## src/logic/corner_ctl_defines.svh

```systemverilog
`ifndef CORNER_CTL_DEFINES_SVH
`define CORNER_CTL_DEFINES_SVH
// ==================================================================
// readback permission codes
`define RB_PERM_NONE 2'h0
`define RB_PERM_ONCE 2'h1
`define RB_PERM_ANY 2'h2
// capture choices
`define CAP_NONE 2'h0
`define CAP_ENTRY 2'h1
`define CAP_SIGNAL 2'h2
`define CAP_EITHER 2'h3
// float and set/reset source selects
`define SRC_OFF 2'h0
`define SRC_PIN 2'h1
`define SRC_ROUTED 2'h2
// ==================================================================
// timing
`define CLK_HZ 20000000
`define OSC_SLOW_HZ 1250000
`define OSC_FAST_HZ 10000000
`define OSC_SLOW_HALF (`CLK_HZ / (2 * `OSC_SLOW_HZ))
`define OSC_FAST_HALF (`CLK_HZ / (2 * `OSC_FAST_HZ))
`define RB_LEAD_EDGES 4
`define RB_RESTART_EDGES 2
`define RB_FRAME_BITS 16
`define RB_FRAMES 4
`define STARTUP_EDGES 3
`endif

```

## src/logic/corner_ctl_pkg.sv

```systemverilog
package corner_ctl_pkg;
  typedef enum logic [2:0] {
    RB_IDLE = 3'h0,
    RB_LEAD = 3'h1,
    RB_SHIFT = 3'h3,
    RB_DONE = 3'h2,
    RB_LOCK = 3'h6
  } rb_state_t;

  typedef struct packed {
    logic [1:0] rb_perm;
    logic pin_is_readback;
    logic [1:0] cap_mode;
    logic [1:0] float_src;
    logic float_invert;
    logic [1:0] gsr_src;
    logic gsr_invert;
    logic osc_fast;
    logic startup_routed_clk;
  } cfg_opts_t;

  typedef struct packed {
    logic out_float;
    logic in_pullup;
    logic in_pulldown_off;
    logic in_ttl;
  } float_ctl_t;
endpackage

```

## src/logic/config_readback_global_control.sv

```systemverilog
`include "corner_ctl_defines.svh"

module config_readback_global_control #(
  parameter int FRAME_BITS = `RB_FRAME_BITS,
  parameter int FRAMES = `RB_FRAMES,
  parameter int CELLS = 5
) (
  input wire logic ref_clk, // system clock 20 MHz
  input wire logic sys_rst, // sync reset, active high
  input wire corner_ctl_pkg::cfg_opts_t opts, // stored options
  input wire logic configured, // array configuration complete
  input wire logic request_pin_n, // shared request / float pin
  input wire logic config_shift_clock, // external shift clock
  input wire logic reset_pin_n, // reset input pin
  input wire logic reprogram_in, // reprogram input
  input wire logic float_routed, // routed float source
  input wire logic gsr_routed, // routed set/reset source
  input wire logic capture_sig, // internal capture signal
  input wire logic startup_clk_in, // routed start-up clock
  input wire logic [CELLS-1:0] cell_out, // logic_cell_unit outputs
  input wire logic [FRAME_BITS-3:0] frame_word, // configuration frame
  input wire logic rd_ready, // sink ready for readback bit
  output logic rd_valid, // readback bit valid
  output logic rd_bit, // readback bit
  output logic rd_data_o, // readback pin output
  output logic rd_data_oe, // readback pin enable
  output logic [$clog2(FRAMES)-1:0] frame_idx, // frame being read
  output logic [CELLS-1:0] capture_mem, // captured cell outputs
  output logic readback_busy, // readback active
  output logic global_float_control, // float active high
  output corner_ctl_pkg::float_ctl_t float_ctl, // float effects
  output logic done_oe, // completion output enable
  output logic global_set_reset_n, // set/reset, active low
  output logic config_abort, // configuration abort
  output logic user_out_en, // user outputs enabled
  output logic done_o, // completion level
  output logic osc_clk // oscillator output
);
  // ================================================================
  // input synchronisers
  logic [1:0] req_s, cck_s, rst_s, stc_s;
  logic req_q, cck_q, stc_q;
  always_ff @(posedge ref_clk) begin
    if (sys_rst) begin
      req_s <= 2'h3;
      cck_s <= 2'h0;
      rst_s <= 2'h3;
      stc_s <= 2'h0;
      req_q <= 1'b1;
      cck_q <= 1'b0;
      stc_q <= 1'b0;
    end else begin
      req_s <= {req_s[0], request_pin_n};
      cck_s <= {cck_s[0], config_shift_clock};
      rst_s <= {rst_s[0], reset_pin_n};
      stc_s <= {stc_s[0], startup_clk_in};
      req_q <= req_s[1];
      cck_q <= cck_s[1];
      stc_q <= stc_s[1];
    end
  end
  logic cck_rise, req_fall, pin_rb;
  assign cck_rise = cck_s[1] & ~cck_q;
  assign req_fall = req_q & ~req_s[1];
  assign pin_rb = configured & opts.pin_is_readback;

  // ================================================================
  // readback sequencer
  corner_ctl_pkg::rb_state_t st_q;
  logic [$clog2(FRAME_BITS)-1:0] bit_q;
  logic [2:0] lead_q;
  logic [1:0] hi_edges_q;
  logic used_q, allowed;
  assign allowed = (opts.rb_perm == `RB_PERM_ANY) ||
    (opts.rb_perm == `RB_PERM_ONCE && !used_q);

  function automatic logic frame_bit(
    input logic [$clog2(FRAME_BITS)-1:0] idx,
    input logic [FRAME_BITS-3:0] w,
    input logic [CELLS-1:0] cap);
    logic [FRAME_BITS-3:0] body;
    body = w;
    body[CELLS-1:0] = cap;
    if (idx == 0) frame_bit = 1'b0;
    else if (int'(idx) == FRAME_BITS-1) frame_bit = 1'b1;
    else frame_bit = body[idx-1];
  endfunction

  logic buf_in_ready, shift_go;
  assign shift_go = cck_rise && buf_in_ready;
  always_ff @(posedge ref_clk) begin
    if (sys_rst || !pin_rb) begin
      st_q <= corner_ctl_pkg::RB_IDLE;
      bit_q <= '0;
      lead_q <= 3'h0;
      frame_idx <= '0;
      hi_edges_q <= 2'h0;
    end else begin
      if (req_q && cck_rise && hi_edges_q != 2'h3)
        hi_edges_q <= hi_edges_q + 2'h1;
      unique case (st_q)
        corner_ctl_pkg::RB_IDLE, corner_ctl_pkg::RB_DONE: begin
          if (req_fall && allowed &&
              (st_q == corner_ctl_pkg::RB_IDLE ||
               hi_edges_q >= 2'(`RB_RESTART_EDGES))) begin
            st_q <= corner_ctl_pkg::RB_LEAD;
            lead_q <= 3'h0;
            frame_idx <= '0;
            bit_q <= '0;
          end
        end
        corner_ctl_pkg::RB_LEAD: begin
          if (req_q) st_q <= corner_ctl_pkg::RB_DONE;
          else if (cck_rise) begin
            lead_q <= lead_q + 3'h1;
            if (lead_q == 3'(`RB_LEAD_EDGES - 1))
              st_q <= corner_ctl_pkg::RB_SHIFT;
          end
        end
        corner_ctl_pkg::RB_SHIFT: begin
          if (req_q) st_q <= corner_ctl_pkg::RB_DONE;
          else if (shift_go) begin
            if (int'(bit_q) == FRAME_BITS-1) begin
              bit_q <= '0;
              if (int'(frame_idx) == FRAMES-1)
                st_q <= corner_ctl_pkg::RB_LOCK;
              else frame_idx <= frame_idx + 1'b1;
            end else bit_q <= bit_q + 1'b1;
          end
        end
        corner_ctl_pkg::RB_LOCK: begin
          if (req_q) st_q <= corner_ctl_pkg::RB_DONE;
        end
        default: st_q <= corner_ctl_pkg::RB_IDLE;
      endcase
      if (!req_q) hi_edges_q <= 2'h0;
    end
  end

  always_ff @(posedge ref_clk) begin
    if (sys_rst || !configured) used_q <= 1'b0;
    else if (st_q == corner_ctl_pkg::RB_LOCK) used_q <= 1'b1;
  end

  always_ff @(posedge ref_clk) begin
    if (sys_rst) readback_busy <= 1'b0;
    else readback_busy <= pin_rb && (st_q == corner_ctl_pkg::RB_LEAD ||
      st_q == corner_ctl_pkg::RB_SHIFT);
  end

  // ================================================================
  // capture of cell outputs
  logic entry;
  assign entry = req_fall && allowed && pin_rb;
  always_ff @(posedge ref_clk) begin
    if (sys_rst) capture_mem <= '0;
    else if (((opts.cap_mode == `CAP_ENTRY ||
               opts.cap_mode == `CAP_EITHER) && entry) ||
             ((opts.cap_mode == `CAP_SIGNAL ||
               opts.cap_mode == `CAP_EITHER) && !capture_sig))
      capture_mem <= cell_out;
  end

  // ================================================================
  // two-entry buffer in the data path
  logic [1:0] buf_d_q;
  logic [1:0] cnt_q;
  logic push, pop;
  assign buf_in_ready = cnt_q != 2'h2;
  assign push = st_q == corner_ctl_pkg::RB_SHIFT && !req_q && shift_go;
  assign pop = rd_valid && rd_ready;
  always_ff @(posedge ref_clk) begin
    if (sys_rst || !pin_rb) begin
      cnt_q <= 2'h0;
      buf_d_q <= 2'h0;
    end else begin
      cnt_q <= cnt_q + 2'(push) - 2'(pop);
      if (pop) buf_d_q[0] <= buf_d_q[1];
      if (push) begin
        if (cnt_q == 2'h0 || (cnt_q == 2'h1 && pop))
          buf_d_q[0] <= frame_bit(bit_q, frame_word, capture_mem);
        else buf_d_q[1] <= frame_bit(bit_q, frame_word, capture_mem);
      end
    end
  end
  always_comb rd_valid = cnt_q != 2'h0;
  always_comb rd_bit = buf_d_q[0];
  always_ff @(posedge ref_clk) begin
    if (sys_rst) rd_data_o <= 1'b1;
    else if (push) rd_data_o <= frame_bit(bit_q, frame_word, capture_mem);
  end

  // ================================================================
  // global float control
  logic float_n;
  always_comb begin
    if (!configured) float_n = req_q;
    else begin
      unique case (opts.float_src)
        `SRC_PIN: float_n = opts.pin_is_readback ? 1'b1 : req_q;
        `SRC_ROUTED: float_n = ~float_routed;
        default: float_n = 1'b1;
      endcase
      if (opts.float_src != `SRC_OFF && opts.float_invert)
        float_n = ~float_n;
    end
  end
  always_ff @(posedge ref_clk) begin
    if (sys_rst) begin
      global_float_control <= 1'b0;
      float_ctl <= '0;
      rd_data_oe <= 1'b0;
      done_oe <= 1'b0;
    end else begin
      global_float_control <= ~float_n;
      float_ctl <= {4{~float_n}};
      rd_data_oe <= float_n && pin_rb &&
        st_q == corner_ctl_pkg::RB_SHIFT;
      done_oe <= float_n && done_o;
    end
  end

  // ================================================================
  // oscillator
  logic [3:0] osc_cnt_q;
  always_ff @(posedge ref_clk) begin
    if (sys_rst) begin
      osc_cnt_q <= 4'h0;
      osc_clk <= 1'b0;
    end else if (osc_cnt_q == 4'(opts.osc_fast ? `OSC_FAST_HALF - 1
                                            : `OSC_SLOW_HALF - 1)) begin
      osc_cnt_q <= 4'h0;
      osc_clk <= ~osc_clk;
    end else osc_cnt_q <= osc_cnt_q + 4'h1;
  end

  // ================================================================
  // set/reset, abort, start-up
  logic [1:0] su_q;
  logic su_tick, gsr_act;
  assign su_tick = opts.startup_routed_clk ? (stc_s[1] & ~stc_q)
                                           : cck_rise;
  always_comb begin
    unique case (opts.gsr_src)
      `SRC_PIN: gsr_act = ~rst_s[1];
      `SRC_ROUTED: gsr_act = gsr_routed;
      default: gsr_act = 1'b0;
    endcase
    if (opts.gsr_src != `SRC_OFF && opts.gsr_invert)
      gsr_act = ~gsr_act;
  end
  always_ff @(posedge ref_clk) begin
    if (sys_rst || !configured || reprogram_in) su_q <= 2'h0;
    else if (su_tick && su_q != 2'(`STARTUP_EDGES)) su_q <= su_q + 2'h1;
  end
  always_ff @(posedge ref_clk) begin
    if (sys_rst) begin
      global_set_reset_n <= 1'b0;
      user_out_en <= 1'b0;
      done_o <= 1'b0;
      config_abort <= 1'b0;
    end else begin
      // each user flop picks its own set or reset value
      global_set_reset_n <= !(su_q < 2'h1 || gsr_act || !configured);
      user_out_en <= su_q >= 2'h2;
      done_o <= su_q >= 2'h3;
      config_abort <= !configured && !rst_s[1];
    end
  end

  // ================================================================
  // checks
  a_no_rb_unconf: assert property (@(posedge ref_clk) disable iff
    (sys_rst) !configured |=> !readback_busy)
    else $error("readback active while unconfigured");
  a_perm_none: assert property (@(posedge ref_clk) disable iff (sys_rst)
    opts.rb_perm == `RB_PERM_NONE && $stable(opts) |-> ##1 !push)
    else $error("readback despite prohibit");
  a_start_low: assert property (@(posedge ref_clk) disable iff (sys_rst)
    push && bit_q == 0 |=> rd_data_o == 1'b0)
    else $error("start bit not low");
  a_stop_high: assert property (@(posedge ref_clk) disable iff (sys_rst)
    push && int'(bit_q) == FRAME_BITS-1 |=> rd_data_o)
    else $error("stop bit not high");
  a_one_per_edge: assert property (@(posedge ref_clk) disable iff
    (sys_rst) $changed(rd_data_o) |-> $past(cck_rise))
    else $error("shift without clock edge");
  a_abort_reset: assert property (@(posedge ref_clk) disable iff
    (sys_rst) !configured && !rst_s[1] |=> config_abort)
    else $error("abort missing");
  a_gsr_unconf: assert property (@(posedge ref_clk) disable iff
    (sys_rst) !configured |=> !global_set_reset_n)
    else $error("set/reset not forced");
  a_float_unconf: assert property (@(posedge ref_clk) disable iff
    (sys_rst) !configured && !req_q |=> global_float_control)
    else $error("float not active low");
  c_readback: cover property (@(posedge ref_clk)
    st_q == corner_ctl_pkg::RB_LOCK);
  c_restart: cover property (@(posedge ref_clk)
    st_q == corner_ctl_pkg::RB_DONE ##[1:400] st_q == corner_ctl_pkg::RB_LEAD);
  c_stall: cover property (@(posedge ref_clk) cnt_q == 2'h2);
endmodule // config_readback_global_control

```

## config.mk

```make
export PLATFORM = sky130hd
export DESIGN_NAME = config_readback_global_control
export DESIGN_NICKNAME = d
export VERILOG_FILES = /design/src/logic/corner_ctl_pkg.sv /design/src/logic/config_readback_global_control.sv
export VERILOG_INCLUDE_DIRS = /design/src /design/src/logic
export SDC_FILE = /design/constraint.sdc
export NUM_CORES = 1
export LEC_CHECK = 0
export BUFFER_PORTS_ARGS = -buffer_cell sky130_fd_sc_hd__buf_2
export CORE_ASPECT_RATIO = 0.8
export CORE_UTILIZATION = 31
export CTS_CLUSTER_SIZE = 24
export DETAILED_ROUTE_END_ITERATION = 8
export PLACE_DENSITY = 0.49
export SYNTH_ARGS = -nofsm -noshare
export SYNTH_HDL_FRONTEND = slang
export SYNTH_SLANG_ARGS = --single-unit
```

## constraint.sdc

```tcl
create_clock -name ref_clk -period 3.1 [get_ports ref_clk]
set_input_delay 0.31 -clock ref_clk [delete_from_list [all_inputs] [get_ports ref_clk]]
set_output_delay 0.31 -clock ref_clk [all_outputs]
set_load 0.02 [all_outputs]
```

==> metrics <==
DIE HEIGHT=85.32 µm; P_leak=1.307 nW; H-tree depth=2; worst slew pin tran=0.6279 ns; Worst Path Required=3.28 ns; number of port buffers=61; Pwr Density=approximately 390 nW/µm²; Crit Path Category=reg2reg; post-CTS resize count=0; Switching Fraction=0.2671; Async S/R FF share, synth=0; commonest non-fill, non-tap cell in the layout=buf_2; Final Max Slew Viols=0; worst reg2reg startpoint=bit_q[0]; Yosys cell types=61; Fill cells=892; layout cells sized above 1=0.2709; Final WS setup=0.7703 ns; Synth Instances=around 300; top post-synthesis cells by area=dfxtp_1 38%, ha_1 8.8%, a21oi_1 3.2%; area delta synth->final=16.74%; Layout Utilization=0.3719; GRT Max-Usage Layer=met2; unrepaired setup endpoints after global routing=false; CP Buf/Inv Count=1; Min Hold Slack=between 0.15 and 0.2 ns; Core ar.=approximately 8400 µm²; placed cell area=3045 µm²; CTS tree=yes; Slowest cell on crit path=dfxtp_1; number of global-route vias before repair=a little over 2k; ratio of final minimum period to clock period=0.7515; initial antenna violation count=0; post-route minimum period=2.330 ns; most frequent cells in the layout=61 x buf_2, 51 x dfxtp_1, 20 x inv_1; critical path's top delay family=flip-flops; GP Congestion=0.7661; via count=roughly 2.2k; HP Class=in2reg; post-CTS setup buffers=0; clock root cell=clkbuf_8; area of the multi-input gates=1500 µm²; detailed placement HPWL=approximately 4300 µm; Clock Sinks=51; Bufs on Longest Clock Path=2; starting density of the core=0.3185; Sum Neg Setup Slack=0 ns; met3 Use GR=0.03303; synthesized flop and latch total=51; Final Skew=0.01274 ns; Skew-Pair Late Insertion Delay=0.32 ns; Setup WS pre-CTS=0.7656 ns; Reg clk slew, reported paths=0.11 ns; top cell type's share of synthesized area=0.3795; syn avg cell area=9.213 µm²; Post-Place Cells=451; largest net degree at the start of global routing=28; Post-synth EDFFs=0; Crit. End Element=flop; Total GRT Usage=0.1356; Clk pwr share=0.341; met1 Resource Use GR=0.1905; failing checks=DRC; Starting DRT DRC Count=65; Die W=106.2 µm; design area=3141 µm²; Pwr Total=1.219 mW; Worst VDD drop=between 0.15 and 0.2 mV; critical path's largest stage delay=0.63 ns; CP Cell Sequence=inv_1 -> ha_1 -> mux4_2 -> mux2_2 -> o32ai_2 -> a311oi_1; met2 Use GR=0.2013; Flop pwr share=0.561; status=complete, but fails checks; final setup vio count=0; Comb pwr share=0.098; non-filler cells, final=about 460; YS warnings=0; io pins=67; Seq/Total Area, Yosys=0.3795; Primary FF master, synth=dfxtp_1; Psw=325.8 µW; Max-Cap Viols=0; CP Data Arrival Time=2.51 ns; grt ovf=0; post-synth net total=355; Fmax=~430 MHz; crit-path max FO=11; # hold bufs at CTS=0; Pre-antenna DRT Iters=7; Critical Path Start=bit_q[0]; Detailed Route WL=5837 µm; relative slew slack=0.5801; Ant. Diodes=0; drt via density=4.802; crit path launch type=flop; Routed Antenna Nets=0; area leader, netlist=dfxtp_1; DR DRC count=1; total internal power=893.7 µW; register area=1021 µm²; first-pass GRT wire length=just under 10000 µm; # nets final=409; # rows=30; CTS Buf Count=5; Die ar.=9057 µm²; Synth Cell Area=between 2000 and 3000 µm²; routed length per instance=12.72 µm; hold wc startpoint=reset_pin_n; Fin. Hold Viols=0
==> synth_stat cells, types with 4 or more instances <==
| cell | number |
|---|---|
| dfxtp_1 | 51 |
| inv_1 | 20 |
| ha_1 | 19 |
| nor2_1 | 18 |
| a21oi_1 | 17 |
| nand3_1 | 15 |
| nand2_1 | 12 |
| nor2b_1 | 12 |
| nand2b_1 | 10 |
| o21ai_0 | 9 |
| buf_4 | 7 |
| nor3_1 | 7 |
| or2_2 | 7 |
| xnor2_1 | 7 |
| nor4_1 | 4 |
| o22ai_1 | 4 |
==> layer usage <==
metal,up-vias,wire length [µm]
met3,7,375
li1,1149,-
met2,64,2406
met4,0,44
met5,-,0
met1,984,3010
==> cell families (layout without fill, tap and decap cells) <==
kind of cell / count (synthesis) / count (layout) / synth area share
AOI/OAI and AO/OA: 63 / 63 / 0.1670
xor gates and xnor gates: 8 / 8 / 0.02605
adders and majority gates: 19 / 19 / 0.08837
buffers and inverters: 35 / 90 / 0.06279
DFF: 51 / 51 / 0.3795
muxes: 8 / 8 / 0.04465
and+or+nand+nor: 108 / 108 / 0.2316
==> area by class of cell <==
cell class                      count  area share
Inverter                           21     0.02510
Multi-Input combinational cell    206      0.4777
Clock buffer                        5     0.02191
Tap cell                          112     0.04462
Sequential cell                    51      0.3251
Timing Repair Buffer               61     0.09721
Clock inverter                      3    0.008367
==> power by group through the flow <==
stage	logic, mW	clock network, mW	registers, mW
after floorplan	0.0716	0	0.703
after detailed placement	0.121	0	0.699
final	0.120	0.416	0.684
after CTS	0.121	0.438	0.684
after global routing	0.135	0.464	0.686
after global placement	0.120	0	0.698
==> worst paths after layout <==
check                                   to  slack [ns]  cells past startpoint
worst min register to register    rst_s[1]        0.42                      1
worst max-delay path            buf_d_q[0]        0.77                      6
worst max register to register  buf_d_q[0]        0.77                      6
worst min-delay path              rst_s[0]        0.17                      2
==> state kept, by name, summed over array words and instances, names as in the netlist, 3 cells and up <==
name,count
st_q,3
bit_q,4
osc_cnt_q,4
capture_mem,5
lead_q,3
Power figures use the tool's default switching activity.
